File: src/hdl/switch_bank_pkg.sv
// Shared constants and carriers for the output switch control bank.
package switch_bank_pkg;

  localparam int ADDR_WIDTH = 7;
  localparam int DATA_WIDTH = 8;

  // Register addresses on the 7-bit command address field.
  localparam logic [6:0] SHUTDOWN_CTRL_ADDR = 7'h10;
  localparam logic [6:0] SELECT_PAIR_A_ADDR = 7'h14;
  localparam logic [6:0] SELECT_PAIR_B_ADDR = 7'h15;
  localparam logic [6:0] PIN_CONFIG_ADDR = 7'h17;
  localparam logic [6:0] PWM_ONE_DUTY_ADDR = 7'h18;

  // Reset values after power-on or soft reset.
  localparam logic [7:0] REG_RESET_VALUE = 8'h00;

  // Writable masks; reserved bits are dropped on write and read as zero.
  localparam logic [7:0] SHUTDOWN_CTRL_MASK = 8'h70;
  localparam logic [7:0] SELECT_PAIR_MASK = 8'h77;
  localparam logic [7:0] PIN_CONFIG_MASK = 8'hff;
  localparam logic [7:0] PWM_DUTY_MASK = 8'hff;

  // Field positions.
  localparam int OV_DISABLE_BIT = 6;
  localparam int UV_DISABLE_BIT = 5;
  localparam int RECOVERY_BIT = 4;
  localparam int SEL_HIGH_LSB = 4;
  localparam int SEL_LOW_LSB = 0;
  localparam int SEL_WIDTH = 3;
  localparam int FAIL_DUTY_LSB = 6;
  localparam int PIN_TWO_LSB = 3;
  localparam int PIN_ONE_LSB = 0;

  // Switch selector codes.
  localparam logic [2:0] SEL_OFF = 3'h0;
  localparam logic [2:0] SEL_ON = 3'h1;
  localparam logic [2:0] SEL_TIMER_ONE = 3'h2;
  localparam logic [2:0] SEL_TIMER_TWO = 3'h3;
  localparam logic [2:0] SEL_PWM_ONE = 3'h4;
  localparam logic [2:0] SEL_PWM_TWO = 3'h5;

  // Pin selector codes; codes below PIN_OFF select a fail output.
  localparam logic [2:0] PIN_OFF = 3'h4;
  localparam logic [2:0] PIN_WAKE = 3'h5;
  localparam logic [2:0] PIN_LOW_SIDE = 3'h6;
  localparam logic [2:0] PIN_HIGH_SIDE = 3'h7;

  // Fail output period and on-times in units of the fail tick (1/40 period).
  localparam logic [5:0] FAIL_PERIOD_TICKS = 6'd40;
  localparam logic [5:0] FAIL_ON_20 = 6'd8;
  localparam logic [5:0] FAIL_ON_10 = 6'd4;
  localparam logic [5:0] FAIL_ON_5 = 6'd2;
  localparam logic [5:0] FAIL_ON_2P5 = 6'd1;

  // Timing: clock rate and derived counts.
  localparam longint CLK_HZ = 20000000;
  localparam longint PWM_SLOW_HZ = 200;
  localparam longint PWM_STEPS = 255;
  // Cycles per PWM step at 200 Hz; 400 Hz uses half of it.
  localparam int PWM_STEP_CYCLES = int'(CLK_HZ / (PWM_SLOW_HZ * PWM_STEPS));
  localparam longint WAKE_FILTER_NS = 16000;
  localparam longint CLK_PERIOD_NS = 50;
  localparam int WAKE_FILTER_CYCLES =
    int'((WAKE_FILTER_NS + CLK_PERIOD_NS - 1) / CLK_PERIOD_NS);

  typedef struct packed {
    logic overvoltage;
    logic undervoltage;
  } supply_fault_type;

  typedef struct packed {
    logic [6:0] addr;
    logic write;
    logic [7:0] data;
  } command_type;

endpackage : switch_bank_pkg

File: src/hdl/pwm_generator.sv
// Counter-based PWM generator with duty over 255 steps and rate select.
`timescale 1ns/10ps
module pwm_generator #(
  parameter int STEP_CYCLES = switch_bank_pkg::PWM_STEP_CYCLES
) (
  input wire logic clk,
  input wire logic resetn,
  input wire logic [7:0] duty,
  input wire logic rateFast,
  output logic pwmOut
);

  localparam int PRESCALE_WIDTH = $clog2(STEP_CYCLES + 1);
  localparam logic [PRESCALE_WIDTH-1:0] SLOW_LIMIT =
    PRESCALE_WIDTH'(STEP_CYCLES - 1);
  localparam logic [PRESCALE_WIDTH-1:0] FAST_LIMIT =
    PRESCALE_WIDTH'(STEP_CYCLES / 2 - 1);

  logic [PRESCALE_WIDTH-1:0] prescale_q;
  logic [7:0] step_q;
  logic stepTick;

  assign stepTick = (prescale_q == (rateFast ? FAST_LIMIT : SLOW_LIMIT));

  always_ff @(posedge clk or negedge resetn) begin
    if (!resetn) begin
      prescale_q <= '0;
    end else if (stepTick || prescale_q > SLOW_LIMIT) begin
      prescale_q <= '0;
    end else begin
      prescale_q <= prescale_q + 1'b1;
    end
  end

  // Steps run 0..254, so duty 255 is always on and duty 0 always off.
  always_ff @(posedge clk or negedge resetn) begin
    if (!resetn) begin
      step_q <= 8'h00;
    end else if (stepTick) begin
      step_q <= (step_q == 8'hfe) ? 8'h00 : step_q + 8'h01;
    end
  end

  always_ff @(posedge clk or negedge resetn) begin
    if (!resetn) begin
      pwmOut <= 1'b0;
    end else begin
      pwmOut <= (step_q < duty);
    end
  end

endmodule : pwm_generator

File: src/hdl/output_switch_control_bank.sv
// Control registers and output selection for four switches and two pins.
//
// Contract
// - Overvoltage shuts switches unless bit 6 set.
// - Undervoltage shuts switches unless bit 5 set.
// - Bit 4 restores switch states after fault.
// - Reserved bits always read back zero.
// - Power-on or soft reset clears registers.
// - Restart keeps shutdown bits 6:4 only.
// - Two registers hold four 3-bit switch selectors.
// - Selector codes: off, on, timers, PWMs.
// - Overcurrent or overtemperature clears switch selector.
// - Bits 7:6 set fail output duty.
// - Pin two selector: fail, off, wake, switches.
// - Pin one same, fail output two instead; code drives both pins from the same failLevel.
// - Restart keeps pin config and PWM duty.
// - PWM on-fraction is duty over 255.
// - Assigned timer starts on nonzero on-time; code only passes the cyclicTimerOne/cyclicTimerTwo inputs through.
// - Rate bit picks 200 Hz or 400 Hz.
`timescale 1ns/10ps
module output_switch_control_bank #(
  parameter int FAIL_TICK_CYCLES = 25000
) (
  input wire logic clk,
  input wire logic resetn,
  input wire logic softReset,
  input wire logic restartEntry,
  input wire logic cmdValid,
  input wire switch_bank_pkg::command_type cmd,
  output logic [7:0] readData,
  input wire switch_bank_pkg::supply_fault_type supplyFault,
  input wire logic [3:0] switchFault,
  input wire logic cyclicTimerOne,
  input wire logic cyclicTimerTwo,
  input wire logic pwmGeneratorTwo,
  input wire logic pwmOneRateSelect,
  input wire logic pinOneIn,
  input wire logic pinTwoIn,
  output logic [3:0] switchOn,
  output logic pinOneOut,
  output logic pinOneOe,
  output logic pinTwoOut,
  output logic pinTwoOe,
  output logic pinOneWake,
  output logic pinTwoWake
);

  logic [7:0] shutdownCtrl_q;
  logic [7:0] selectA_q;
  logic [7:0] selectB_q;
  logic [7:0] pinConfig_q;
  logic [7:0] pwmDuty_q;
  logic [2:0] sel [4];
  logic [3:0] faultClear;
  logic [3:0] heldState_q;
  logic shutdownActive;
  logic shutdownActive_q;
  logic writeStrobe;
  logic pwmGeneratorOne;
  logic [15:0] failTick_q;
  logic [5:0] failPhase_q;
  logic failLevel;
  logic [5:0] failOnTicks;

  assign writeStrobe = cmdValid && cmd.write;

  assign sel[0] = selectA_q[switch_bank_pkg::SEL_LOW_LSB +: 3];
  assign sel[1] = selectA_q[switch_bank_pkg::SEL_HIGH_LSB +: 3];
  assign sel[2] = selectB_q[switch_bank_pkg::SEL_LOW_LSB +: 3];
  assign sel[3] = selectB_q[switch_bank_pkg::SEL_HIGH_LSB +: 3];

  assign faultClear = switchFault;

  // Shutdown control: reserved bits masked on write; restart keeps 6:4.
  always_ff @(posedge clk or negedge resetn) begin
    if (!resetn) begin
      shutdownCtrl_q <= switch_bank_pkg::REG_RESET_VALUE;
    end else if (softReset) begin
      shutdownCtrl_q <= switch_bank_pkg::REG_RESET_VALUE;
    end else if (restartEntry) begin
      shutdownCtrl_q <= shutdownCtrl_q &
        switch_bank_pkg::SHUTDOWN_CTRL_MASK;
    end else if (writeStrobe &&
                 cmd.addr == switch_bank_pkg::SHUTDOWN_CTRL_ADDR) begin
      shutdownCtrl_q <= cmd.data &
        switch_bank_pkg::SHUTDOWN_CTRL_MASK;
    end
  end

  // Switch selectors; a fault on a switch clears its field over any write.
  always_ff @(posedge clk or negedge resetn) begin
    if (!resetn) begin
      selectA_q <= switch_bank_pkg::REG_RESET_VALUE;
    end else if (softReset || restartEntry) begin
      selectA_q <= switch_bank_pkg::REG_RESET_VALUE;
    end else begin
      selectA_q <= (writeStrobe &&
                    cmd.addr == switch_bank_pkg::SELECT_PAIR_A_ADDR) ?
        (cmd.data & switch_bank_pkg::SELECT_PAIR_MASK) : selectA_q;
      if (faultClear[0]) begin
        selectA_q[2:0] <= switch_bank_pkg::SEL_OFF;
      end
      if (faultClear[1]) begin
        selectA_q[6:4] <= switch_bank_pkg::SEL_OFF;
      end
    end
  end

  always_ff @(posedge clk or negedge resetn) begin
    if (!resetn) begin
      selectB_q <= switch_bank_pkg::REG_RESET_VALUE;
    end else if (softReset || restartEntry) begin
      selectB_q <= switch_bank_pkg::REG_RESET_VALUE;
    end else begin
      selectB_q <= (writeStrobe &&
                    cmd.addr == switch_bank_pkg::SELECT_PAIR_B_ADDR) ?
        (cmd.data & switch_bank_pkg::SELECT_PAIR_MASK) : selectB_q;
      if (faultClear[2]) begin
        selectB_q[2:0] <= switch_bank_pkg::SEL_OFF;
      end
      if (faultClear[3]) begin
        selectB_q[6:4] <= switch_bank_pkg::SEL_OFF;
      end
    end
  end

  // Pin configuration and PWM duty survive restart.
  always_ff @(posedge clk or negedge resetn) begin
    if (!resetn) begin
      pinConfig_q <= switch_bank_pkg::REG_RESET_VALUE;
    end else if (softReset) begin
      pinConfig_q <= switch_bank_pkg::REG_RESET_VALUE;
    end else if (writeStrobe && !restartEntry &&
                 cmd.addr == switch_bank_pkg::PIN_CONFIG_ADDR) begin
      pinConfig_q <= cmd.data & switch_bank_pkg::PIN_CONFIG_MASK;
    end
  end

  always_ff @(posedge clk or negedge resetn) begin
    if (!resetn) begin
      pwmDuty_q <= switch_bank_pkg::REG_RESET_VALUE;
    end else if (softReset) begin
      pwmDuty_q <= switch_bank_pkg::REG_RESET_VALUE;
    end else if (writeStrobe && !restartEntry &&
                 cmd.addr == switch_bank_pkg::PWM_ONE_DUTY_ADDR) begin
      pwmDuty_q <= cmd.data & switch_bank_pkg::PWM_DUTY_MASK;
    end
  end

  // Read port answers one cycle after a read command; unmapped reads zero.
  always_ff @(posedge clk or negedge resetn) begin
    if (!resetn) begin
      readData <= 8'h00;
    end else if (cmdValid && !cmd.write) begin
      case (cmd.addr)
        switch_bank_pkg::SHUTDOWN_CTRL_ADDR: readData <= shutdownCtrl_q;
        switch_bank_pkg::SELECT_PAIR_A_ADDR: readData <= selectA_q;
        switch_bank_pkg::SELECT_PAIR_B_ADDR: readData <= selectB_q;
        switch_bank_pkg::PIN_CONFIG_ADDR: readData <= pinConfig_q;
        switch_bank_pkg::PWM_ONE_DUTY_ADDR: readData <= pwmDuty_q;
        default: readData <= 8'h00;
      endcase
    end
  end

  pwm_generator #(
    .STEP_CYCLES(switch_bank_pkg::PWM_STEP_CYCLES)
  ) pwmOneInst (
    .clk(clk),
    .resetn(resetn),
    .duty(pwmDuty_q),
    .rateFast(pwmOneRateSelect),
    .pwmOut(pwmGeneratorOne)
  );

  // Supply fault shutdown, gated by the disable bits.
  assign shutdownActive =
    (supplyFault.overvoltage &&
     !shutdownCtrl_q[switch_bank_pkg::OV_DISABLE_BIT]) ||
    (supplyFault.undervoltage &&
     !shutdownCtrl_q[switch_bank_pkg::UV_DISABLE_BIT]);

  always_ff @(posedge clk or negedge resetn) begin
    if (!resetn) begin
      shutdownActive_q <= 1'b0;
    end else begin
      shutdownActive_q <= shutdownActive;
    end
  end

  // Without recovery a switch stays off until software writes it again.
  always_ff @(posedge clk or negedge resetn) begin
    if (!resetn) begin
      heldState_q <= 4'h0;
    end else if (shutdownActive) begin
      heldState_q <= 4'hf;
    end else if (shutdownActive_q &&
                 shutdownCtrl_q[switch_bank_pkg::RECOVERY_BIT]) begin
      heldState_q <= 4'h0;
    end else begin
      for (int i = 0; i < 4; i++) begin
        if (faultClear[i] ||
            (writeStrobe && cmd.addr ==
             (i < 2 ? switch_bank_pkg::SELECT_PAIR_A_ADDR :
                      switch_bank_pkg::SELECT_PAIR_B_ADDR))) begin
          heldState_q[i] <= 1'b0;
        end
      end
    end
  end

  // Selector decode; timer codes pass the cyclicTimerOne or cyclicTimerTwo input through.
  always_ff @(posedge clk or negedge resetn) begin
    if (!resetn) begin
      switchOn <= 4'h0;
    end else begin
      for (int i = 0; i < 4; i++) begin
        if (heldState_q[i] || shutdownActive) begin
          switchOn[i] <= 1'b0;
        end else begin
          case (sel[i])
            switch_bank_pkg::SEL_OFF: switchOn[i] <= 1'b0;
            switch_bank_pkg::SEL_ON: switchOn[i] <= 1'b1;
            switch_bank_pkg::SEL_TIMER_ONE: begin
              switchOn[i] <= cyclicTimerOne;
            end
            switch_bank_pkg::SEL_TIMER_TWO: begin
              switchOn[i] <= cyclicTimerTwo;
            end
            switch_bank_pkg::SEL_PWM_ONE: switchOn[i] <= pwmGeneratorOne;
            switch_bank_pkg::SEL_PWM_TWO: switchOn[i] <= pwmGeneratorTwo;
            default: switchOn[i] <= 1'b0;
          endcase
        end
      end
    end
  end

  // Fail output timebase: a 40-tick period with selectable on-ticks.
  always_comb begin
    case (pinConfig_q[switch_bank_pkg::FAIL_DUTY_LSB +: 2])
      2'b00: failOnTicks = switch_bank_pkg::FAIL_ON_20;
      2'b01: failOnTicks = switch_bank_pkg::FAIL_ON_10;
      2'b10: failOnTicks = switch_bank_pkg::FAIL_ON_5;
      default: failOnTicks = switch_bank_pkg::FAIL_ON_2P5;
    endcase
  end

  always_ff @(posedge clk or negedge resetn) begin
    if (!resetn) begin
      failTick_q <= 16'h0000;
      failPhase_q <= 6'h00;
    end else if (failTick_q == 16'(FAIL_TICK_CYCLES - 1)) begin
      failTick_q <= 16'h0000;
      failPhase_q <= (failPhase_q ==
        switch_bank_pkg::FAIL_PERIOD_TICKS - 6'd1) ? 6'h00 :
        failPhase_q + 6'h01;
    end else begin
      failTick_q <= failTick_q + 16'h0001;
    end
  end

  assign failLevel = (failPhase_q < failOnTicks);

  // Pin one and pin two both carry the same fail output, failLevel.
  pin_drive_stage #(
    .FILTER_CYCLES(switch_bank_pkg::WAKE_FILTER_CYCLES)
  ) pinOneStage (
    .clk(clk),
    .resetn(resetn),
    .select(pinConfig_q[switch_bank_pkg::PIN_ONE_LSB +: 3]),
    .failLevel(failLevel),
    .pinIn(pinOneIn),
    .pinOut(pinOneOut),
    .pinOe(pinOneOe),
    .wake(pinOneWake)
  );

  pin_drive_stage #(
    .FILTER_CYCLES(switch_bank_pkg::WAKE_FILTER_CYCLES)
  ) pinTwoStage (
    .clk(clk),
    .resetn(resetn),
    .select(pinConfig_q[switch_bank_pkg::PIN_TWO_LSB +: 3]),
    .failLevel(failLevel),
    .pinIn(pinTwoIn),
    .pinOut(pinTwoOut),
    .pinOe(pinTwoOe),
    .wake(pinTwoWake)
  );

endmodule : output_switch_control_bank

// Per-pin function decode with static wake filter.
module pin_drive_stage #(
  parameter int FILTER_CYCLES = 320
) (
  input wire logic clk,
  input wire logic resetn,
  input wire logic [2:0] select,
  input wire logic failLevel,
  input wire logic pinIn,
  output logic pinOut,
  output logic pinOe,
  output logic wake
);

  logic [9:0] stable_q;
  logic last_q;

  always_ff @(posedge clk or negedge resetn) begin
    if (!resetn) begin
      pinOut <= 1'b0;
      pinOe <= 1'b0;
    end else begin
      case (select)
        switch_bank_pkg::PIN_OFF, switch_bank_pkg::PIN_WAKE: begin
          pinOut <= 1'b0;
          pinOe <= 1'b0;
        end
        switch_bank_pkg::PIN_LOW_SIDE: begin
          pinOut <= 1'b0;
          pinOe <= 1'b1;
        end
        switch_bank_pkg::PIN_HIGH_SIDE: begin
          pinOut <= 1'b1;
          pinOe <= 1'b1;
        end
        default: begin
          pinOut <= failLevel;
          pinOe <= 1'b1;
        end
      endcase
    end
  end

  // Wake level follows the pin only after it holds still for the filter time.
  always_ff @(posedge clk or negedge resetn) begin
    if (!resetn) begin
      stable_q <= 10'h000;
      last_q <= 1'b0;
      wake <= 1'b0;
    end else begin
      last_q <= pinIn;
      if (select != switch_bank_pkg::PIN_WAKE || pinIn != last_q) begin
        stable_q <= 10'h000;
      end else if (stable_q < 10'(FILTER_CYCLES)) begin
        stable_q <= stable_q + 10'h001;
      end
      if (select != switch_bank_pkg::PIN_WAKE) begin
        wake <= 1'b0;
      end else if (stable_q == 10'(FILTER_CYCLES)) begin
        wake <= last_q;
      end
    end
  end

endmodule : pin_drive_stage

File: config.mk
export PLATFORM = sky130hd
export DESIGN_NAME = output_switch_control_bank
export DESIGN_NICKNAME = d
export VERILOG_FILES = /design/src/hdl/switch_bank_pkg.sv /design/src/hdl/pwm_generator.sv /design/src/hdl/output_switch_control_bank.sv
export SDC_FILE = /design/constraint.sdc
export NUM_CORES = 1
export LEC_CHECK = 0
export ABC_CLOCK_PERIOD_IN_PS = 1650
export BUFFER_PORTS_ARGS = -buffer_cell sky130_fd_sc_hd__buf_4
export CAP_MARGIN = 20
export CORE_UTILIZATION = 45
export DETAILED_ROUTE_END_ITERATION = 8
export GPL_TIMING_DRIVEN = 1
export PLACE_DENSITY_LB_ADDON = 0.25
export RECOVER_POWER = 25
export REMOVE_ABC_BUFFERS = 1
export SYNTH_ARGS = -nofsm -noshare
export SYNTH_HDL_FRONTEND = slang
export SYNTH_SLANG_ARGS = --single-unit
File: constraint.sdc
create_clock -name clk -period 1.65 [get_ports clk]
set_input_delay 0.4125 -clock clk [delete_from_list [all_inputs] [get_ports clk]]
set_output_delay 0.4125 -clock clk [all_outputs]
set_load 0.05 [all_outputs]
-- Yosys cells after proc, flatten, opt, wreduce, memory -nomap -nowiden
Index checks and enable logic that the tools add are counted.
- $add $sub $neg: 6
- eq/ne operators: 46
- magnitude comparators: 5
- mux-type cells: 48
- reduce and logical (&&, ||, !) cells: 52
- operators with widths (kind ; count):
    $mux W8 ; 12
    $eq A3 B3 Y1 const B ; 16
    $mux W10 ; 4
    $pmux W8 S5 ; 1
    $eq A7 B5 Y1 const B ; 5
    $reduce_bool A3 Y1 ; 9
    $eq A3 B2 Y1 const B ; 8
    $add A10 B1 Y10 const B ; 2
    $eq A10 B9 Y1 const B ; 2
    $lt A10 B9 Y1 const B ; 2
    $pmux W1 S5 ; 4
    $mux W9 ; 2
    $reduce_bool A2 Y1 ; 9
    $add A16 B1 Y16 const B ; 1
    $eq A16 B15 Y1 const B ; 1
    $mux W16 ; 1
    $mux W1 ; 14
    $logic_or A1 B1 Y1 ; 13
    $eq A3 B1 Y1 const B ; 4
    $mux W3 ; 4
    $pmux W4 S3 ; 1
    $logic_and A1 B1 Y1 ; 11
    $add A9 B1 Y9 const B ; 1
    $eq A9 B9 Y1 ; 1
    other kinds (20) ; 29
- output and inout bits: 18
- register bits: 125
- input port bits: 33
- logic and storage cells: 189

-- Depth between registers and ports, before layout
Gate-level depths: netlist of run 1.
- depth after elaboration: 6
- gate-level depth with buffers: 7
- mapped depth without buffers: 6

-- Modules after synthesis
A second synthesis of run 1 with hierarchy kept.
- cell total of the unflattened synthesis: 595
- area total of the unflattened synthesis: 6112.1 um^2
- modules (own cells, without submodules) (module ; cells each ; area each (um^2) ; times used):
    output_switch_control_bank ; 336 ; 3528.4 ; 1
    pin_drive_stage ; 71 ; 714.4 ; 2
    pwm_generator ; 117 ; 1154.9 ; 1

-- Worst setup path after synthesis of run 1
Ideal clock, no wire load.
- path kind: input -> register
- start point: in cmd[14] in the netlist's numbering
- end point: reg pwmDuty_q[6]
- data arrival time: 1.798 ns
- slack: -0.280 ns
- stages: 6
- setup time: 0.132 ns
- data required time: 1.518 ns
- buffers on the path: 2
- path through: or3b_1 buf_6 or4b_1 buf_6 mux2i_1 nor2_1
- longest elaborated chain between the ends: 3
- ends and longest elaborated chain (item ; line ; text):
    start, declared ; output_switch_control_bank.sv:29 ; input wire switch_bank_pkg::command_type cmd,
    $eq A7 B5 Y1 ; output_switch_control_bank.sv:145 ; cmd.addr == switch_bank_pkg::PWM_ONE_DUTY_ADDR) begin
    $logic_and A1 B1 Y1 ; output_switch_control_bank.sv:144 ; end else if (writeStrobe && !restartEntry &&
    $reduce_bool A2 Y1 (no source line) ; - ;
    end signal, assigned ; output_switch_control_bank.sv:141 ; pwmDuty_q <= switch_bank_pkg::REG_RESET_VALUE;
    end signal, assigned ; output_switch_control_bank.sv:143 ; pwmDuty_q <= switch_bank_pkg::REG_RESET_VALUE;
    end signal, assigned ; output_switch_control_bank.sv:146 ; pwmDuty_q <= cmd.data & switch_bank_pkg::PWM_DUTY_MASK;
    end, declared ; output_switch_control_bank.sv:52 ; logic [7:0] pwmDuty_q;
Every way passes these cells.
A chain may end at the register's enable or synchronous reset.

-- Worst setup path after layout of run 1
- start point: reg pinConfig_q[6]
- end point: reg pinOneStage.pinOut
- longest elaborated chain between the ends: 4
- elaborated cells between the ends (all ways): 6
- those cells by class: order compare (1); eq/ne (2); mux (2); reduce/logical (1)
- ends and longest elaborated chain (item ; line ; text):
    start, declared ; output_switch_control_bank.sv:51 ; logic [7:0] pinConfig_q;
    start signal, assigned ; output_switch_control_bank.sv:130 ; pinConfig_q <= switch_bank_pkg::REG_RESET_VALUE;
    start signal, assigned ; output_switch_control_bank.sv:132 ; pinConfig_q <= switch_bank_pkg::REG_RESET_VALUE;
    start signal, assigned ; output_switch_control_bank.sv:135 ; pinConfig_q <= cmd.data & switch_bank_pkg::PIN_CONFIG_MASK;
    $eq A2 B2 Y1, or another cell as far along ; output_switch_control_bank.sv:241 ; case (pinConfig_q[switch_bank_pkg::FAIL_DUTY_LSB +: 2])
    $pmux W4 S3 (*) ; output_switch_control_bank.sv:241 ;
    $lt A6 B6 Y1 (*) ; output_switch_control_bank.sv:263 ; assign failLevel = (failPhase_q < failOnTicks);
    $pmux W1 S2 (*) ; output_switch_control_bank.sv:316 ; case (select)
    end signal, assigned ; output_switch_control_bank.sv:330 ; pinOut <= failLevel;
    end, declared ; output_switch_control_bank.sv:303 ; output logic pinOut,
Mark *: on every way between the ends. The rest lies on a longest branch, timed or not.

==> impl_table.tex, run 1 <==
\begin{tabular}{lr}
\hline
Metric & Value \\
\hline
\multicolumn{2}{l}{\textbf{Drt}} \\
\quad Residual DRC count & 0 \\
\quad Via count & $\sim$4.8k \\
\quad Total wire length after detailed routing & 14,100 um \\
\quad Detailed Route Iter0 Violations & $\sim$230 \\
\quad Ratio of routed vias to standard cells & between 5 and 6 \\
\quad Drt pass-1 iters & 4 \\
\quad Detailed-route wire length per cell & around 16 um \\
\quad Residual antenna-violating net count after detailed routing & 0 \\
\multicolumn{2}{l}{\textbf{Timing}} \\
\quad Slew margin rel. & a little over half \\
\quad Share of the clock period used by the worst path after layout & 100\% \\
\quad Smallest setup slack after layout & -0.00520 ns \\
\quad Max Clk Rate & 0.604 GHz \\
\quad Slew @ Worst Pin & approximately 0.70 ns \\
\quad Total Negative Setup Slacks & -0.00520 ns \\
\quad Final-layout worst hold slack & 0.151 ns \\
\quad Minimum clock period & $\sim$1.7 ns \\
\quad Hold violation total from the final report & 0 \\
\quad Setup repair after global routing missed its margin & yes \\
\quad Pins over their slew limit & 0 \\
\quad Final count of negative-setup-slack endpoints & 1 \\
\quad Max Clock Skew & around 0.0063 ns \\
\multicolumn{2}{l}{\textbf{Flow run}} \\
\quad Max-Cap Viols & 0 \\
\multicolumn{2}{l}{\textbf{Setup path}} \\
\quad Master of the slowest instance on the critical path & dfrtp\_1 \\
\quad Delay contributed by the slowest stage of the critical path & approximately 0.37 ns \\
\quad Critical setup path kind & reg2reg \\
\quad Endpoint type of the worst setup path & flip-flop \\
\quad Required time at the worst-slack endpoint & around 2 ns \\
\quad Ordered cell list for the critical path & or2\_4 -> ha\_4 -> or3\_4 -> nor3\_4 -> a31oi\_4 -> o41ai\_4 \\
\quad Critical path startpoint category & flip-flop \\
\quad Arr. time, crit path & between 1.5 and 2 ns \\
\quad Highest net fanout along the worst path & 4 \\
\multicolumn{2}{l}{\textbf{Floorplanning}} \\
\quad I/O pin count & 51 \\
\quad Die span in x & roughly 120 um \\
\quad Site row count & 41 \\
\quad Height of the chip & approximately 120 um \\
\quad Die ar. & between 0.01 and 0.015 mm\^{}2 \\
\quad Starting density of the core & 46.4\% \\
\quad Core Area & around 0.013 mm\^{}2 \\
\multicolumn{2}{l}{\textbf{Synth}} \\
\quad Distinct cells, synth & just under 60 \\
\quad Count of state elements after synthesis & around 120 \\
\quad Count of synthesis-stage warnings from yosys & 0 \\
\quad Share of synthesized area occupied by flip-flops and latches & about 49\% \\
\quad Area fraction of the dominant cell type after synthesis & between 40\% and 50\% \\
\quad Most frequent cell after synthesis & dfrtp\_1 \\
\quad Leading area contributor after synthesis & dfrtp\_1 \\
\quad Synth cell count leaders & dfrtp\_1, nor2\_1, mux2i\_1, inv\_1, nand2\_1 \\
\quad Prevailing post-synth register cell & dfrtp\_1 \\
\quad Post-synthesis instance total & 581 \\
\quad Number of synthesized flops with an enable pin & 0 \\
\quad Netlist area before placement & $\sim$0.0059 mm\^{}2 \\
\quad Ranking of synthesized cells by area & dfrtp\_1, mux2i\_1, nor2\_1 \\
\quad Average footprint of a synthesized cell & roughly 10 um\^{}2 \\
\quad Fraction of synthesis flops using an asynchronous set or reset pin & between 90\% and 100\% \\
\multicolumn{2}{l}{\textbf{Layout}} \\
\quad Final non-filler cell total & approximately 880 \\
\quad Final instance area & approximately 0.0077 mm\^{}2 \\
\quad Area Overhead vs Synth & 29.9\% \\
\quad Antenna diodes & 0 \\
\quad Fraction of layout cells with a size suffix above 1 & between 20\% and 30\% \\
\quad Final Util & between 60\% and 70\% \\
\quad NumNets Final & between 700 and 800 \\
\multicolumn{2}{l}{\textbf{Power and ir drop}} \\
\quad Cell Pwr Density & $\sim$930 mW/mm\^{}2 \\
\quad Total design power & slightly above 7 mW \\
\quad Leakage power & $\sim$3.4 nW \\
\quad Worst-case vdd ir drop & between 600 and 700 uV \\
\multicolumn{2}{l}{\textbf{Clock network}} \\
\quad Cell chosen for the clock root & clkbuf\_16 \\
\quad Clock tree from TritonCTS & done \\
\quad Cts bufs inserted & 17 \\
\quad Clk Latency, worst-skew pair & 0.41 ns \\
\quad Max Buffers Root-to-Sink & 2 \\
\quad Clock-pin transition on the worst setup and hold timing paths & $\sim$0.05 ns \\
\quad Clock Sink Count & around 120 \\
\quad H-tree levels & 4 \\
\multicolumn{2}{l}{\textbf{Run status}} \\
\quad Failing checks & setup timing \\
\quad Result of the run & complete, but fails checks \\
\multicolumn{2}{l}{\textbf{Hold path}} \\
\quad Hold crit path type & in2reg \\
\multicolumn{2}{l}{\textbf{Global route}} \\
\quad Initial antenna violation count & 0 \\
\quad Total global-route track usage & between 20 and 25\% \\
\quad GRT overflow & 0 \\
\quad Via count of the first global-routing pass & approximately 4.8k \\
\quad Wire length of the first global-routing pass & roughly 23,000 um \\
\quad Maximum number of pins on one net before global-route repair & 45 \\
\multicolumn{2}{l}{\textbf{Place}} \\
\quad Number of instances in the placed design & roughly 840 \\
\quad Post-Place Worst Slack & -0.442 ns \\
\quad Buffers added on ports & 50 \\
\quad Weighted congestion reported at the end of routability-driven placement & roughly 0.87 \\
\quad Detailed placer's ending HPWL & 9940 um \\
\quad Post-placement cell area & $\sim$0.007 mm\^{}2 \\
\hline
\end{tabular}
==> registers in the layout (all words and copies together) (netlist names), 4 cells and up <==
name                   flops
switchOn                   4
readData                   8
pinConfig_q                8
pwmOneInst.step_q          8
heldState_q                4
failTick_q                16
pinOneStage.stable_q      10
selectB_q                  6
pwmDuty_q                  8
pinTwoStage.stable_q      10
selectA_q                  6
failPhase_q                6
pwmOneInst.prescale_q      9
==> what timing repair did <==
action,in CTS,in global routing
endpoints found under the hold margin,13,0
cloned,0,1
hold buffers,1,0
buffers inserted,1,6
gates resized for setup,9,27
setup endpoints to repair,8,17
pin swaps,3,18
==> final timing paths <==
| path | cells after the start | to | startpoint | slack [ns] |
|---|---|---|---|---|
| worst min-delay path | 1 | pinOneStage.last_q | pinOneIn | 0.15 |
| max in group asynchronous | 3 | pwmOneInst.prescale_q[8] | resetn | 0.38 |
| worst min register to register | 1 | switchOn[2] | heldState_q[2] | 0.43 |
| worst max register to register | 6 | pinOneStage.pinOut | pinConfig_q[6] | -0.005 |
| min in group asynchronous | 2 | pinOneStage.stable_q[5] | resetn | 0.39 |
| worst max-delay path | 6 | pinOneStage.pinOut | pinConfig_q[6] | -0.005 |
==> report_power, final <==
group	total, mW	switching (mW)	internal [mW]
clock	3.87	1.24	2.63
sequential	2.89	0.0147	2.87
combinational	0.373	0.235	0.138
==> cells by family (layout without fill, tap and decap cells) <==
group | Yosys count | count (layout) | synth area share (%)
AOI/OAI and AO/OA | 97 | 97 | 11.1
xor gates and xnor gates | 34 | 34 | 5.04
adders and majority gates | 19 | 19 | 4.03
buffers and inverters | 49 | 174 | 3.45
DFF | 116 | 116 | 49.2
muxes | 39 | 39 | 6.68
and+or+nand+nor | 227 | 227 | 20.5
==> cell usage in the layout, fill, tap and decap left out, drive strengths merged, types with 5 or more instances in the layout <==
master and instances:
a211oi 8, nand2b 7, ha 19, nand4 10, nor4b 5, a21oi 21
xnor2 21, nor2 81, nor3 16, nand2 31, nand3 14, inv 33
dfrtp 116, nor4 7, mux2i 36, xor2 13, clkbuf 26, nor3b 7
or3 12, clkinv 5, o21ai 22, buf 103, nor2b 7, o22ai 5
==> cell type report <==
cell class | instances | area [um^2]
Fill cell | 1052 | 5050
Multi-Input combinational cell | 416 | 2950
Clock buffer | 22 | 474
Inverter | 33 | 124
Tap cell | 172 | 215
Sequential cell | 116 | 2910
Clock inverter | 10 | 153
Timing Repair Buffer | 109 | 845
==> critical path, delay by kind of cell (launching register included) <==
family | cells | cell delay [ns]
simple gates | 3 | 0.89
flops | 1 | 0.37
fa+ha+maj | 1 | 0.15
compound gates | 2 | 0.14
==> layer usage <==
| layer | share of wire [%] | vias to the layer above | GRT usage (%) |
|---|---|---|---|
| li1 | - | 2317 | - |
| met4 | 2.4 | 0 | 10.5 |
| met2 | 49 | 101 | 37.3 |
| met1 | 44 | 2350 | 27.1 |
| met5 | 0 | - | 0 |
| met3 | 4.4 | 27 | 4.57 |
No activity file was read; power rests on OpenSTA's default activity.
==> inputs of run 2 (changes only) <==
ABC_CLOCK_PERIOD_IN_PS = 1700   (was 1650)
CORE_ASPECT_RATIO = 1.25   (was not set)
HOLD_SLACK_MARGIN = 0.06   (was not set)
clock period = 1.7 ns   (was 1.65 ns; I/O delays follow)
==> run 2 against run 1 <==
The run now ends clean. Die area is essentially flat. Routed wire length is 3.8% lower. Via count shrank 1.1%. Sequential cell count stayed put. Clock-buffer cell count decreased by 3. Critical path depth down 1. Power is 3.9% lower. Sequential power shrank 3%. Worst setup slack improved by 0.060 ns. Worst hold slack better by 0.022 ns. Sequential share of layout area increased by 0.85 points. Highest routed layer unchanged.
==> impl_table.tex, run 2 (synthesis results as in run 1) <==
\begin{tabular}{lr}
\hline
Metric & Value \\
\hline
\multicolumn{2}{l}{\textbf{Floorplanning}} \\
\quad Core Area & 0.0127 mm\^{}2 (about the same) \\
\quad Die ar. & 0.0136 mm\^{}2 (about the same) \\
\quad I/O pin count & 51 (unchanged) \\
\quad Die span in x & 104 um (was 117 um) \\
\quad Height of the chip & 130 um (was 117 um) \\
\quad Site row count & 46 (was 41) \\
\quad Starting density of the core & 46.4\% (about the same) \\
\multicolumn{2}{l}{\textbf{Clock network}} \\
\quad Cell chosen for the clock root & clkbuf\_16 (unchanged) \\
\quad H-tree levels & 4 (unchanged) \\
\quad Clock Sink Count & 116 (unchanged) \\
\quad Max Buffers Root-to-Sink & 2 (unchanged) \\
\quad Clock tree from TritonCTS & done (unchanged) \\
\quad Cts bufs inserted & 17 (unchanged) \\
\quad Clock-pin transition on the worst setup and hold timing paths & 0.05 ns (about the same) \\
\quad Clk Latency, worst-skew pair & 0.40 ns (was 0.41 ns) \\
\multicolumn{2}{l}{\textbf{Flow run}} \\
\quad Max-Cap Viols & 0 (unchanged) \\
\multicolumn{2}{l}{\textbf{Drt}} \\
\quad Ratio of routed vias to standard cells & 5.51 (was 5.46) \\
\quad Detailed Route Iter0 Violations & 200 (was 226) \\
\quad Residual antenna-violating net count after detailed routing & 0 (unchanged) \\
\quad Residual DRC count & 0 (unchanged) \\
\quad Drt pass-1 iters & 5 (was 4) \\
\quad Detailed-route wire length per cell & 15.8 um (was 16.1 um) \\
\quad Via count & 4,740 (was 4,795) \\
\quad Total wire length after detailed routing & 13,600 um (was 14,100 um) \\
\multicolumn{2}{l}{\textbf{Layout}} \\
\quad Largest Register & failTick\_q (unchanged) \\
\quad Area Overhead vs Synth & 26.9\% (was 29.9\%) \\
\quad Antenna diodes & 0 (unchanged) \\
\quad Fraction of layout cells with a size suffix above 1 & 21.4\% (was 23.8\%) \\
\quad Number of flip-flops under the largest register name & 16 (unchanged) \\
\quad Final instance area & 0.00749 mm\^{}2 (was 0.00767 mm\^{}2) \\
\quad Largest regs & failTick\_q (16), pinOneStage.stable\_q (10), pinTwoStage.stable\_q (10) (unchanged) \\
\quad Most common cell after layout, fill and taps aside & dfrtp\_1 (unchanged) \\
\quad NumNets Final & 732 (was 745) \\
\quad Number of fill cells in the layout & 1,074 (was 1,052) \\
\quad Most frequent cells in the layout & dfrtp\_1, buf\_4, nor2\_1 (unchanged) \\
\multicolumn{2}{l}{\textbf{Global route}} \\
\quad Wire length of the first global-routing pass & 22,600 um (was 22,700 um) \\
\quad Via count of the first global-routing pass & 4,762 (was 4,756) \\
\quad Initial antenna violation count & 0 (unchanged) \\
\quad Maximum number of pins on one net before global-route repair & 50 (was 45) \\
\quad Total global-route track usage & 21.3\% (was 22.1\%) \\
\quad GRT overflow & 0 (unchanged) \\
\multicolumn{2}{l}{\textbf{Setup path}} \\
\quad Endpoint type of the worst setup path & flip-flop (unchanged) \\
\quad Origin of the worst setup path & failTick\_q[1] (was pinConfig\_q[6]) \\
\quad Critical path startpoint category & flip-flop (unchanged) \\
\quad Required time at the worst-slack endpoint & 1.98 ns (was 1.96 ns) \\
\quad Critical setup path kind & reg2reg (unchanged) \\
\quad Reg-to-reg critical path startpoint & failTick\_q[1] (was pinConfig\_q[6]) \\
\quad Highest net fanout along the worst path & 6 (was 4) \\
\quad Arr. time, crit path & 1.92 ns (was 1.96 ns) \\
\multicolumn{2}{l}{\textbf{Power and ir drop}} \\
\quad Worst-case vdd ir drop & 582 uV (was 661 uV) \\
\quad Total design power & 6.86 mW (was 7.13 mW) \\
\quad Cell Pwr Density & 915 mW/mm\^{}2 (was 930 mW/mm\^{}2) \\
\quad Leakage power & 3.34 nW (was 3.42 nW) \\
\multicolumn{2}{l}{\textbf{Timing}} \\
\quad Setup repair after global routing missed its margin & yes (unchanged) \\
\quad Max Clock Skew & 0.00834 ns (was 0.00635 ns) \\
\quad Slew @ Worst Pin & 0.590 ns (was 0.697 ns) \\
\quad Share of the clock period used by the worst path after layout & 96.8\% (was 100\%) \\
\quad Slew margin rel. & 60.7\% (was 53.6\%) \\
\quad Smallest setup slack after layout & 0.0547 ns (was -0.00520 ns) \\
\quad Pins over their slew limit & 0 (unchanged) \\
\quad Final-layout worst hold slack & 0.173 ns (was 0.151 ns) \\
\quad Total Negative Setup Slacks & 0 ns (was -0.00520 ns) \\
\quad Hold violation total from the final report & 0 (unchanged) \\
\quad Max Clk Rate & 0.608 GHz (was 0.604 GHz) \\
\quad Minimum clock period & 1.65 ns (was 1.66 ns) \\
\quad Final count of negative-setup-slack endpoints & 0 (was 1) \\
\multicolumn{2}{l}{\textbf{Place}} \\
\quad Detailed placer's ending HPWL & 9960 um (was 9940 um) \\
\quad Buffers added on ports & 50 (unchanged) \\
\quad Weighted congestion reported at the end of routability-driven placement & 0.862 (was 0.871) \\
\quad Post-placement cell area & 0.00678 mm\^{}2 (was 0.00683 mm\^{}2) \\
\quad Post-Place Worst Slack & -0.368 ns (was -0.442 ns) \\
\multicolumn{2}{l}{\textbf{Run status}} \\
\quad Result of the run & finished clean (was complete, but fails checks) \\
\multicolumn{2}{l}{\textbf{Hold path}} \\
\quad Worst hold path startpoint & pinTwoIn (was pinOneIn) \\
\quad Hold crit path type & in2reg (unchanged) \\
\hline
\end{tabular}
## run 2: repair_timing
action / CTS / global route
pin swaps: 0 / 3
hold buffers: 1 / 0
setup buffers: 0 / 1
endpoints found under the hold margin: 19 / 0
resized for setup: 4 / 12
endpoints found under the setup margin: 6 / 16
## run 2: final timing paths
kind                                       endpoint  slack [ns]  cells past startpoint
max in group asynchronous  pwmOneInst.prescale_q[8]        0.42                      3
min in group asynchronous             failTick_q[2]        0.57                      2
max reg2reg                          failPhase_q[3]        0.05                      5
min                              pinTwoStage.last_q        0.17                      1
min reg2reg                             switchOn[0]        0.44                      1
max                                  failPhase_q[3]        0.05                      5
## run 2: area by class of cell
type / instances / area, um^2 / area share, %
Timing Repair Buffer: 96 / 744 / 9.94
Clock inverter: 13 / 184 / 2.45
Multi-Input combinational cell: 416 / 2890 / 38.6
Inverter: 33 / 124 / 1.65
Tap cell: 168 / 210 / 2.81
Clock buffer: 19 / 433 / 5.78
Sequential cell: 116 / 2900 / 38.7
## run 2: layer usage
metal / global-route usage (%) / up-vias / wire length, um
met1: 25.7 / 2324 / 5780
li1: - / 2286 / -
met3: 4.15 / 26 / 478
met2: 37.3 / 104 / 7040
met4: 9.16 / 0 / 308
met5: 0 / - / 0
## run 2: where the power goes
group          leakage [nW]  internal [mW]  switching (mW)
logic                  1.52          0.136           0.224
registers              1.53           2.79          0.0187
clock network         0.293           2.45            1.24
total                  3.34           5.37            1.49
## run 2: metrics by stage
step	instances	util, %
floorplan	565	-
global placement	827	53.3
detailed placement	827	53.3
CTS	860	58.4
global route	861	58.9
finish	861	58.9
## run 2: worst max-delay path, stage by stage (launching register included)
cell      delay [ns]
dfrtp_1         0.37
ha_1            0.19
nor4bb_4        0.20
and4b_2         0.35
nand4_1         0.13
mux2_2          0.29
==> inputs of run 3 (changes only) <==
RECOVER_POWER = 100   (was 25)
==> run 3 against run 2 <==
Power fell by 0.22%. Global-route usage unchanged. Register-to-register slack hardly changed. Via count hardly changed. Sequential power is essentially flat. Clock-buffer cell count did not move. Die area is the same. Worst setup slack lost 0.00052 ns. Largest cell class unchanged. Highest routed layer unchanged.
==> impl_table.tex, run 3 (synthesis results as in run 1) <==
\begin{tabular}{lr}
\hline
Metric & Value \\
\hline
\multicolumn{2}{l}{\textbf{Run status}} \\
\quad Result of the run & finished clean (unchanged) \\
\multicolumn{2}{l}{\textbf{Hold path}} \\
\quad Hold crit path type & in2reg (unchanged) \\
\multicolumn{2}{l}{\textbf{Setup path}} \\
\quad Endpoint type of the worst setup path & flip-flop (unchanged) \\
\quad Arr. time, crit path & 1.92 ns (about the same) \\
\quad Required time at the worst-slack endpoint & 1.98 ns (about the same) \\
\quad Highest net fanout along the worst path & 6 (unchanged) \\
\quad Critical setup path kind & reg2reg (unchanged) \\
\quad Critical path startpoint category & flip-flop (unchanged) \\
\multicolumn{2}{l}{\textbf{Timing}} \\
\quad Pins over their slew limit & 0 (unchanged) \\
\quad Share of the clock period used by the worst path after layout & 96.8\% (about the same) \\
\quad Max Clock Skew & 0.00903 ns (was 0.00834 ns) \\
\quad Max Clk Rate & 0.608 GHz (about the same) \\
\quad Hold violation total from the final report & 0 (unchanged) \\
\quad Final count of negative-setup-slack endpoints & 0 (unchanged) \\
\quad Minimum clock period & 1.65 ns (about the same) \\
\quad Setup repair after global routing missed its margin & yes (unchanged) \\
\quad Slew margin rel. & 62.4\% (was 60.7\%) \\
\quad Slew @ Worst Pin & 0.565 ns (was 0.590 ns) \\
\quad Final-layout worst hold slack & 0.174 ns (was 0.173 ns) \\
\multicolumn{2}{l}{\textbf{Global route}} \\
\quad Maximum number of pins on one net before global-route repair & 50 (unchanged) \\
\quad GRT overflow & 0 (unchanged) \\
\quad Initial antenna violation count & 0 (unchanged) \\
\quad Wire length of the first global-routing pass & 22,600 um (unchanged) \\
\quad Total global-route track usage & 21.3\% (unchanged) \\
\quad Via count of the first global-routing pass & 4,762 (unchanged) \\
\multicolumn{2}{l}{\textbf{Power and ir drop}} \\
\quad Total design power & 6.84 mW (was 6.86 mW) \\
\quad Leakage power & 3.32 nW (was 3.34 nW) \\
\quad Worst-case vdd ir drop & 582 uV (about the same) \\
\quad Cell Pwr Density & 920 mW/mm\^{}2 (was 915 mW/mm\^{}2) \\
\multicolumn{2}{l}{\textbf{Drt}} \\
\quad Residual DRC count & 0 (unchanged) \\
\quad Detailed-route wire length per cell & 15.8 um (about the same) \\
\quad Detailed Route Iter0 Violations & 228 (was 200) \\
\quad Total wire length after detailed routing & 13,600 um (about the same) \\
\quad Drt pass-1 iters & 5 (unchanged) \\
\quad Via count & 4,736 (was 4,740) \\
\quad Residual antenna-violating net count after detailed routing & 0 (unchanged) \\
\quad Ratio of routed vias to standard cells & 5.50 (was 5.51) \\
\multicolumn{2}{l}{\textbf{Floorplanning}} \\
\quad Starting density of the core & 46.4\% (unchanged) \\
\quad Die ar. & 0.0136 mm\^{}2 (unchanged) \\
\quad I/O pin count & 51 (unchanged) \\
\quad Core Area & 0.0127 mm\^{}2 (unchanged) \\
\quad Die span in x & 104 um (unchanged) \\
\quad Height of the chip & 130 um (unchanged) \\
\quad Site row count & 46 (unchanged) \\
\multicolumn{2}{l}{\textbf{Clock network}} \\
\quad Clock-pin transition on the worst setup and hold timing paths & 0.05 ns (about the same) \\
\quad Clock tree from TritonCTS & done (unchanged) \\
\quad Clk Latency, worst-skew pair & 0.40 ns (about the same) \\
\quad Clock Sink Count & 116 (unchanged) \\
\quad Max Buffers Root-to-Sink & 2 (unchanged) \\
\quad Cell chosen for the clock root & clkbuf\_16 (unchanged) \\
\quad Cts bufs inserted & 17 (unchanged) \\
\quad H-tree levels & 4 (unchanged) \\
\multicolumn{2}{l}{\textbf{Place}} \\
\quad Number of instances in the placed design & 827 (unchanged) \\
\quad Buffers added on ports & 50 (unchanged) \\
\quad Detailed placer's ending HPWL & 9960 um (unchanged) \\
\quad Weighted congestion reported at the end of routability-driven placement & 0.862 (unchanged) \\
\quad Post-placement cell area & 0.00678 mm\^{}2 (unchanged) \\
\multicolumn{2}{l}{\textbf{Layout}} \\
\quad Most common cell after layout, fill and taps aside & dfrtp\_1 (unchanged) \\
\quad Number of flip-flops under the largest register name & 16 (unchanged) \\
\quad Antenna diodes & 0 (unchanged) \\
\quad Fraction of layout cells with a size suffix above 1 & 21.4\% (unchanged) \\
\quad Final Util & 58.5\% (was 58.9\%) \\
\quad Largest regs & failTick\_q (16), pinOneStage.stable\_q (10), pinTwoStage.stable\_q (10) (unchanged) \\
\quad Final instance area & 0.00744 mm\^{}2 (was 0.00749 mm\^{}2) \\
\quad Area Overhead vs Synth & 26.0\% (was 26.9\%) \\
\quad Number of fill cells in the layout & 1,091 (was 1,074) \\
\quad Largest Register & failTick\_q (unchanged) \\
\quad Final non-filler cell total & 861 (unchanged) \\
\quad Most frequent cells in the layout & dfrtp\_1, nor2\_1, buf\_4 (was dfrtp\_1, buf\_4, nor2\_1) \\
\quad NumNets Final & 732 (unchanged) \\
\multicolumn{2}{l}{\textbf{Flow run}} \\
\quad Max-Cap Viols & 0 (unchanged) \\
\hline
\end{tabular}
run 3: final cells by class:
cell class	count	area (um^2)	share of cell area [%]
well taps	168	210	2.83
repair buffers	96	691	9.29
flip-flops and latches	116	2900	39.0
inverters	33	124	1.67
clock inverters	13	184	2.47
multi-input cells	416	2890	38.9
clock buffers	19	433	5.82
run 3: path summary, 6_finish.rpt:
check	from	endpoint	slack, ns	depth (start not counted)
worst max-delay path	failTick_q[1]	failPhase_q[3]	0.05	5
worst min-delay path	pinTwoIn	pinTwoStage.last_q	0.17	1
worst max register to register	failTick_q[1]	failPhase_q[3]	0.05	5
worst min register to register	heldState_q[0]	switchOn[0]	0.44	1
max in group asynchronous	resetn	pwmDuty_q[3]	0.30	3
min in group asynchronous	resetn	failTick_q[2]	0.57	2
run 3: report_power, final:
part / internal, mW / switching [mW]
registers: 2.79 / 0.0184
clock network: 2.45 / 1.24
logic: 0.124 / 0.224
total: 5.36 / 1.48
run 3: repair_timing:
item / in CTS / in global routing
hold endpoints to repair: 19 / 0
pin swaps: 0 / 3
hold buffers: 1 / 0
setup endpoints to repair: 6 / 16
setup buffers: 0 / 1
gates resized for setup: 4 / 12
run 3: critical path, cell delays in order, from the launching register on:
cell,delay (ns)
dfrtp_1,0.37
ha_1,0.19
nor4bb_4,0.20
and4b_2,0.35
nand4_1,0.13
mux2_2,0.29
run 3: per-stage QoR:
stage | setup TNS (ns) | setup slack, ns
2_1_floorplan | -7.38 | -0.373
3_3_place_gp | -10.22 | -0.344
3_5_place_dp | -11.19 | -0.368
4_1_cts | 0 | 0.0280
5_1_grt | -0.144 | -0.0403
6_report | 0 | 0.0541
run 3: routing by layer:
metal / track usage [%] / up-vias / routed length, um
li1: - / 2284 / -
met1: 25.7 / 2329 / 5760
met2: 37.3 / 97 / 7050
met3: 4.15 / 26 / 499
met4: 9.16 / 0 / 298
met5: 0 / - / 0
